[config.mk]
export PLATFORM = sky130hd
export DESIGN_NAME = ascfg_top
export DESIGN_NICKNAME = d
export VERILOG_FILES = /design/src/hdl/ascfg_pkg.sv /design/src/hdl/ascfg_sync.sv /design/src/hdl/ascfg_top.sv
export SDC_FILE = /design/constraint.sdc
export NUM_CORES = 2
export LEC_CHECK = 0
export BUFFER_PORTS_ARGS = -buffer_cell sky130_fd_sc_hd__buf_2
export CORE_AREA = 5 5 352 354
export DETAILED_ROUTE_END_ITERATION = 10
export DIE_AREA = 0 0 357 359
export GPL_ROUTABILITY_DRIVEN = 0
export PLACE_DENSITY = 0.72
export SYNTH_ARGS = -nofsm -noshare
export SYNTH_HDL_FRONTEND = slang
export SYNTH_SLANG_ARGS = --single-unit
[constraint.sdc]
create_clock -name sys_clk -period 3.45 [get_ports sys_clk]
set_input_delay 1.035 -clock sys_clk [delete_from_list [all_inputs] [get_ports sys_clk]]
set_output_delay 1.035 -clock sys_clk [all_outputs]
set_load 0.05 [all_outputs]
[src/hdl/ascfg_pkg.sv]
// Constants and types shared by the scan and sequence configuration block.
package ascfg_pkg;

    localparam int WORD_W = 16;
    localparam int NIB_W = 4;
    localparam int SEQ_W = 8;
    localparam int IDX_W = 9;
    localparam int SEQ_DEPTH = 256;
    localparam int CHAN_N = 16;

    localparam int KIND_BIT = 15;
    localparam int SEL_HI = 15;
    localparam int SEL_LO = 11;
    localparam int FIELD_HI = 10;
    localparam int FIELD_LO = 3;
    localparam int MODE_PD_BIT = 3;

    localparam logic [4:0] SEL_UPPER_SCAN = 5'h14;
    localparam logic [4:0] SEL_LOWER_SCAN = 5'h15;
    localparam logic [4:0] SEL_SEQUENCE = 5'h16;

    localparam logic [3:0] LAST_WORD_BIT = 4'hF;
    localparam logic [1:0] LAST_NIB_BIT = 2'h3;
    localparam logic [NIB_W-1:0] INPUT_ZERO = 4'h0;
    localparam logic [2:0] SYNC_RST = 3'h1;

    typedef enum logic [2:0] {
        ST_IDLE    = 3'b001,
        ST_WORD    = 3'b010,
        ST_PATTERN = 3'b100
    } ascfg_state_t;

    typedef struct packed {
        logic                                 cs_prev;
        logic                                 sclk_prev;
        ascfg_state_t                         state;
        logic [WORD_W-1:0]                    shift;
        logic [3:0]                           bitcnt;
        logic                                 pat_armed;
        logic                                 pat_pending;
        logic [IDX_W-1:0]                     nib_idx;
        logic [IDX_W-1:0]                     rcvd;
        logic [SEQ_DEPTH-1:0][NIB_W-1:0]      mem;
        logic [CHAN_N-1:0]                    scan_en;
        logic [SEQ_W-1:0]                     seq_count;
        logic [SEQ_W-1:0]                     act_len;
        logic [IDX_W-1:0]                     act_rcvd;
        logic                                 mode_pending;
        logic [WORD_W-1:0]                    mode_word;
        logic                                 running;
        logic [SEQ_W-1:0]                     seq_idx;
        logic [NIB_W-1:0]                     conv_chan;
        logic                                 conv_start;
        logic                                 data_valid;
        logic                                 pd_req;
        logic                                 power_down;
    } ascfg_regs_t;

endpackage

[src/hdl/ascfg_sync.sv]
// Two-flop synchroniser for the serial port pins.
`timescale 1ns/1ps
module ascfg_sync #(
    parameter int         WIDTH = 3,
    parameter logic [2:0] RST_VAL = 3'h0
) (
    input  wire logic             sys_clk,
    input  wire logic             rst,
    input  wire logic [WIDTH-1:0] async_in,
    output logic      [WIDTH-1:0] sync_out
);

    logic [WIDTH-1:0] meta_q;

    // The first stage feeds only the second stage.
    always_ff @(posedge sys_clk)
    begin
        if (rst)
        begin
            meta_q   <= RST_VAL[WIDTH-1:0];
            sync_out <= RST_VAL[WIDTH-1:0];
        end
        else
        begin
            meta_q   <= async_in;
            sync_out <= meta_q;
        end
    end

endmodule

[src/hdl/ascfg_top.sv]
// Serial configuration decoder: scan enables, channel sequence and mode-word timing.
`timescale 1ns/1ps
module ascfg_top (
    input  wire logic                               sys_clk,
    input  wire logic                               rst,
    input  wire logic                               cs_n,
    input  wire logic                               sclk,
    input  wire logic                               din,
    output logic      [ascfg_pkg::CHAN_N-1:0]       scan_enable,
    output logic      [ascfg_pkg::SEQ_W-1:0]        sequence_count,
    output logic      [ascfg_pkg::NIB_W-1:0]        conv_channel,
    output logic                                    conv_start,
    output logic                                    seq_running,
    output logic                                    data_valid,
    output logic                                    power_down
);
    import ascfg_pkg::*;

    ascfg_regs_t r_q;
    ascfg_regs_t r_d;
    logic [2:0]  pins_s;
    logic        cs_s;
    logic        sclk_s;
    logic        din_s;

    ascfg_sync #(
        .WIDTH   (3),
        .RST_VAL (SYNC_RST)
    ) u_sync (
        .sys_clk  (sys_clk),
        .rst      (rst),
        .async_in ({din, sclk, cs_n}),
        .sync_out (pins_s)
    );

    assign cs_s   = pins_s[0];
    assign sclk_s = pins_s[1];
    assign din_s  = pins_s[2];

    function automatic logic [4:0] sel_code(input logic [WORD_W-1:0] w);
        sel_code = w[SEL_HI:SEL_LO];
    endfunction

    function automatic logic [SEQ_W-1:0] field(input logic [WORD_W-1:0] w);
        field = w[FIELD_HI:FIELD_LO];
    endfunction

    // An index lies inside the programmed sequence when it does not exceed the count.
    function automatic logic in_len(input logic [IDX_W-1:0] idx, input logic [SEQ_W-1:0] cnt);
        in_len = (idx <= {1'b0, cnt});
    endfunction

    always_comb
    begin
        logic              cs_fall;
        logic              cs_rise;
        logic              sclk_rise;
        logic [WORD_W-1:0] w;
        logic [NIB_W-1:0]  nib;
        logic [IDX_W-1:0]  cidx;

        r_d       = r_q;
        cs_fall   = r_q.cs_prev & ~cs_s;
        cs_rise   = ~r_q.cs_prev & cs_s;
        sclk_rise = ~r_q.sclk_prev & sclk_s;
        w         = {r_q.shift[WORD_W-2:0], din_s};
        nib       = {r_q.shift[NIB_W-2:0], din_s};
        cidx      = '0;

        r_d.cs_prev    = cs_s;
        r_d.sclk_prev  = sclk_s;
        r_d.conv_start = 1'b0;

        if (cs_fall)
        begin
            if (r_q.pat_pending)
            begin
                // The stored pattern goes live only here, never mid-frame.
                r_d.act_len     = r_q.seq_count;
                r_d.act_rcvd    = r_q.rcvd;
                r_d.pat_pending = 1'b0;
            end
            if (r_q.mode_pending)
            begin
                // A queued mode word takes over at this edge.
                r_d.mode_pending = 1'b0;
                r_d.running      = 1'b1;
                r_d.seq_idx      = '0;
                r_d.data_valid   = 1'b1;
                r_d.power_down   = 1'b0;
                r_d.pd_req       = r_q.mode_word[MODE_PD_BIT];
            end
            if (r_d.running)
            begin
                cidx = {1'b0, r_d.seq_idx};
                // Entries never delivered read as input zero.
                r_d.conv_chan  = (cidx < r_d.act_rcvd) ? r_q.mem[r_d.seq_idx] : INPUT_ZERO;
                r_d.conv_start = 1'b1;
                if (r_d.seq_idx == r_d.act_len)
                begin
                    // Last entry: sequence length is the count plus one.
                    r_d.running    = 1'b0;
                    r_d.power_down = r_d.pd_req;
                end
                else
                begin
                    r_d.seq_idx = r_d.seq_idx + 1'b1;
                end
            end
            r_d.bitcnt = '0;
            r_d.shift  = '0;
            if (r_q.pat_armed)
            begin
                r_d.state     = ST_PATTERN;
                r_d.pat_armed = 1'b0;
                r_d.nib_idx   = '0;
                r_d.rcvd      = '0;
            end
            else
            begin
                r_d.state = ST_WORD;
            end
        end
        else if (cs_rise)
        begin
            if (r_q.state == ST_PATTERN)
            begin
                // A nibble cut short by chip select is stored as input zero.
                if ((r_q.bitcnt[1:0] != 2'h0) && in_len(r_q.nib_idx, r_q.seq_count))
                begin
                    r_d.mem[r_q.nib_idx[SEQ_W-1:0]] = INPUT_ZERO;
                    r_d.rcvd                         = r_q.nib_idx + 1'b1;
                end
                r_d.pat_pending = 1'b1;
            end
            r_d.state = ST_IDLE;
        end
        else if (sclk_rise && !cs_s)
        begin
            case (r_q.state)
                ST_WORD:
                begin
                    r_d.shift  = w;
                    r_d.bitcnt = r_q.bitcnt + 1'b1;
                    if (r_q.bitcnt == LAST_WORD_BIT)
                    begin
                        // Only one word per frame; later bits wait for chip select to rise.
                        r_d.state = ST_IDLE;
                        if (w[KIND_BIT])
                        begin
                            // Configuration write; bits 2:0 are dropped by field().
                            case (sel_code(w))
                                SEL_UPPER_SCAN: r_d.scan_en[CHAN_N-1:SEQ_W] = field(w);
                                SEL_LOWER_SCAN: r_d.scan_en[SEQ_W-1:0] = field(w);
                                SEL_SEQUENCE:
                                begin
                                    // The pattern follows in the next frame.
                                    r_d.seq_count = field(w);
                                    r_d.pat_armed = 1'b1;
                                end
                                default: r_d.state = ST_IDLE;
                            endcase
                            if (r_q.running)
                            begin
                                // The conversion in flight ends under the old scan setup.
                                r_d.running    = 1'b0;
                                r_d.data_valid = 1'b0;
                            end
                        end
                        else
                        begin
                            // Mode word waits for the next chip-select fall.
                            r_d.mode_pending = 1'b1;
                            r_d.mode_word    = w;
                        end
                    end
                end
                ST_PATTERN:
                begin
                    r_d.shift  = {{(WORD_W-NIB_W){1'b0}}, nib};
                    r_d.bitcnt = {2'h0, r_q.bitcnt[1:0] + 2'h1};
                    if (r_q.bitcnt[1:0] == LAST_NIB_BIT)
                    begin
                        r_d.bitcnt = '0;
                        if (in_len(r_q.nib_idx, r_q.seq_count))
                        begin
                            r_d.mem[r_q.nib_idx[SEQ_W-1:0]] = nib;
                            r_d.rcvd                         = r_q.nib_idx + 1'b1;
                            r_d.nib_idx                      = r_q.nib_idx + 1'b1;
                        end
                        // Surplus entries fall through here and are dropped.
                    end
                end
                ST_IDLE:
                begin
                    r_d.state = ST_IDLE;
                end
                default:
                begin
                    r_d.state = ST_IDLE;
                end
            endcase
        end
    end

    always_ff @(posedge sys_clk)
    begin
        if (rst)
        begin
            r_q         <= '0;
            r_q.cs_prev <= 1'b1;
            r_q.state   <= ST_IDLE;
        end
        else
        begin
            r_q <= r_d;
        end
    end

    assign scan_enable    = r_q.scan_en;
    assign sequence_count = r_q.seq_count;
    assign conv_channel   = r_q.conv_chan;
    assign conv_start     = r_q.conv_start;
    assign seq_running    = r_q.running;
    assign data_valid     = r_q.data_valid;
    assign power_down     = r_q.power_down;

endmodule

==> run_results.csv <==
group,metric,value,unit
floorplan,dieArea,0.128,mm^2
clock_tree,cts_buffers,116,
grt,groute.usage.overall,0.317,
synthesis,syn_nets,7330,
sta,worstMarginPinSlew,1340,ps
routing,drt_pass1_iterations,6,
routing,drtAntennaViolNets,0,
routing,drc,0,
worst_setup_path,critPathRequiredTime,4020,ps
sta,fin_skew,24.2,ps
sta,max_slew_margin,0.0985,
worst_setup_path,crit-reg2reg-capture,"r_q[8]$_SDFFE_PP0P_",
routing,drt_iter0_markers,8886,
layout,final_nets,7026,
worst_setup_path,cp_max_fo,23,
grt,overflow,0,
grt,antenna_found_initial,8,
sta,setup_viol,0,
worst_setup_path,critPathLaunchType,"flip-flop",
clock_tree,cts.clk_slew.worst_paths,70,ps
synthesis,synth_flop_cell,"dfxtp_1",
min_path,min_path_type,"reg -> reg",
power_and_ir_drop,power.density,414,mW/mm^2
synthesis,avgSynthCellArea,8.16,um^2
place,port-buffer-count,36,
grt,grt_start_max_net_pins,198,
power_and_ir_drop,cellLeakagePower,18.8,nW
layout,utilization,0.545,
synthesis,syn_inst,7301,
run,drv_cap,0,
clock_tree,clock_tree.root_cell,"clkbuf_16",
place,hpwl,134000,um
worst_setup_path,timing.rr.start,"r_q[8]$_SDFFE_PP0P_",
power_and_ir_drop,vdd_ir_drop_max,530,uV
sta,period_share,0.987,
worst_setup_path,rrSetupSlack,50,ps
sta,slew_violations,0,
status,outcome,"completed",
sta,fin_tns_setup,0,ps
synthesis,synth_warnings,0,
synthesis,synth_edf_count,0,
sta,period_minus_slack,3400,ps
synthesis,async_reset_ff_frac,0,
sta,hold_violations,0,
routing,totalWireLength,215000,um
floorplan,die_y,359,um
sta,rsz0062_at_grt,"no",
grt,grt_pass1_wl,324000,um
floorplan,io_pins,37,
routing,avgRoutedWirePerCell,24.6,um
synthesis,ys_seq_area_frac,0.381,
floorplan,start_util,0.494,
clock_tree,clkSinkCount,1134,
clock_tree,clk_path_buf_depth,3,
clock_tree,post-cts-setup-buffers,0,
clock_tree,htreeDepth,3,
floorplan,core,0.121,mm^2
worst_setup_path,crit_path_end_kind,"flip-flop",
worst_setup_path,cp.arrival,3970,ps
min_path,whs_path_depth,1,
min_path,hold_path_end,"u_sync.sync_out[0]$_SDFF_PP1_",
layout,area_growth,10.5,%
synthesis,synthesis.area,0.0596,mm^2
synthesis,synth_cell_type_count,87,
floorplan,die_w,357,um
place,post-place-ws,181,ps
worst_setup_path,path_class,"reg -> reg",
worst_setup_path,r2r_cells,10,
sta,setup_slack,45.5,ps
clock_tree,cts_tree,"done",
layout,drive_gt1_frac,0.132,
routing,routed-via-count,57900,
sta,max_freq,0.294,GHz
min_path,min_from,"u_sync.meta_q[0]$_SDFF_PP1_",
synthesis,ys_seq_elements,1134,
routing,viasPerCell,6.64,
clock_tree,worstSkewPairLatency,740,ps
floorplan,row_count,128,
grt,grt_pass1_vias,53100,
-- per-stage QoR --
step | cells | hold WS, ps | instance area [um^2] | power [mW]
after floorplan | 7301 | 389 | 59600 | 13.9
after global placement | 8504 | 392 | 61800 | 14.1
after detailed placement | 8504 | 413 | 61800 | 14.1
after CTS | 8723 | 430 | 65800 | 27.2
after global routing | 8723 | 461 | 65800 | 27.8
final | 8725 | 435 | 65800 | 27.2
-- synth_stat cells, types with 18 or more instances --
| cell | count | share of area |
|---|---|---|
| nand2_1 | 1411 | 0.089 |
| a21oi_1 | 1143 | 0.096 |
| dfxtp_1 | 1134 | 0.38 |
| nand3_1 | 1116 | 0.094 |
| clkbuf_1 | 413 | 0.026 |
| mux2i_1 | 276 | 0.046 |
| or4_1 | 253 | 0.032 |
| nor4_4 | 246 | 0.088 |
| buf_2 | 133 | 0.011 |
| buf_1 | 115 | 0.0072 |
| nor2_1 | 105 | 0.0066 |
| o21ai_0 | 87 | 0.0073 |
| a211oi_1 | 80 | 0.010 |
| a31oi_1 | 80 | 0.0084 |
| buf_4 | 80 | 0.010 |
| nor2b_1 | 75 | 0.0079 |
| a221oi_1 | 57 | 0.0084 |
| buf_6 | 41 | 0.0077 |
| mux2_2 | 39 | 0.0074 |
| o22ai_1 | 38 | 0.0040 |
| inv_1 | 26 | 0.0016 |
| ha_1 | 24 | 0.0050 |
| o221ai_1 | 24 | 0.0035 |
| a311oi_1 | 23 | 0.0034 |
| nor3_1 | 21 | 0.0018 |
| nand2b_1 | 18 | 0.0019 |
-- flip-flops by register name, indices dropped and copies added (netlist names) --
signal           flops
conv_channel         4
data_valid           1
conv_start           1
u_sync.meta_q        3
sequence_count       8
r_q               1096
u_sync.sync_out      3
power_down           1
seq_running          1
scan_enable         16
-- area by class of cell --
type	instances	area, um^2
Sequential cell	1134	22700
Multi-Input combinational cell	5348	33200
Clock buffer	169	3460
Timing Repair Buffer	363	3720
Inverter	34	133
Tap cell	1625	2030
Clock inverter	50	586
Antenna cell	2	5.00
Fill cell	11000	54900
-- per-layer routing --
metal | track usage | part of all wire | vias up
met5 | 0 | 0.00021 | -
met2 | 0.470 | 0.43 | 3720
li1 | - | - | 25700
met3 | 0.0805 | 0.13 | 850
met4 | 0.177 | 0.067 | 4
met1 | 0.420 | 0.38 | 27600
-- power by group --
part / switching [mW] / internal, mW
clock network: 5.66 / 7.78
registers: 0.0112 / 13.1
logic: 0.518 / 0.178
-- worst max-delay path, cell delays in order (launching register included) --
cell and delay [ps]:
dfxtp_4 550, nand2b_4 240, inv_6 260, buf_12 210
buf_12 210, xnor2_1 130, nor4_2 400, nand2_1 290
o21a_1 280, xnor2_1 160, a211oi_1 470
-- cell families after synthesis --
group                      Yosys count  share of synthesized area
xor gates and xnor gates            24                    0.00353
AOI/OAI and AO/OA                 1659                      0.160
muxes                              319                     0.0552
and+or+nand+nor                   3322                      0.330
DFF                               1134                      0.381
buffers and inverters              819                     0.0653
adders and majority gates           24                    0.00504
-- layout by cell type, fill, tap and decap left out, types with 80 or more instances in the layout --
master and count:
nand2_1 1383, a21oi_1 1143, dfxtp_1 1130, nand3_1 1110, mux2i_1 276, or4_1 253, nor4_4 246, buf_4 242
clkbuf_16 117, nor2_1 104, o21ai_0 87, buf_12 84, a31oi_1 80, a211oi_1 80
-- how the worst max path moves through the flow --
stage | cells past startpoint | from | end
CTS | 10 | r_q[8]$_SDFFE_PP0P_ | r_q[8]$_SDFFE_PP0P_
global route | 11 | r_q[8]$_SDFFE_PP0P_ | conv_channel[2]$_SDFFE_PP0P_
floorplan | 12 | sequence_count[6]$_SDFFE_PP0P_ | r_q[651]$_SDFFE_PP0P_
detailed placement | 10 | r_q[8]$_SDFFE_PP0P_ | r_q[8]$_SDFFE_PP0P_
finish | 10 | r_q[8]$_SDFFE_PP0P_ | r_q[8]$_SDFFE_PP0P_
global placement | 10 | r_q[8]$_SDFFE_PP0P_ | r_q[8]$_SDFFE_PP0P_
-- what timing repair did --
item,CTS,global route
hold buffers,0,0
endpoints found under the hold margin,0,0
resized for setup,0,2
setup endpoints to repair,0,8
Power figures use the tool's default switching activity.
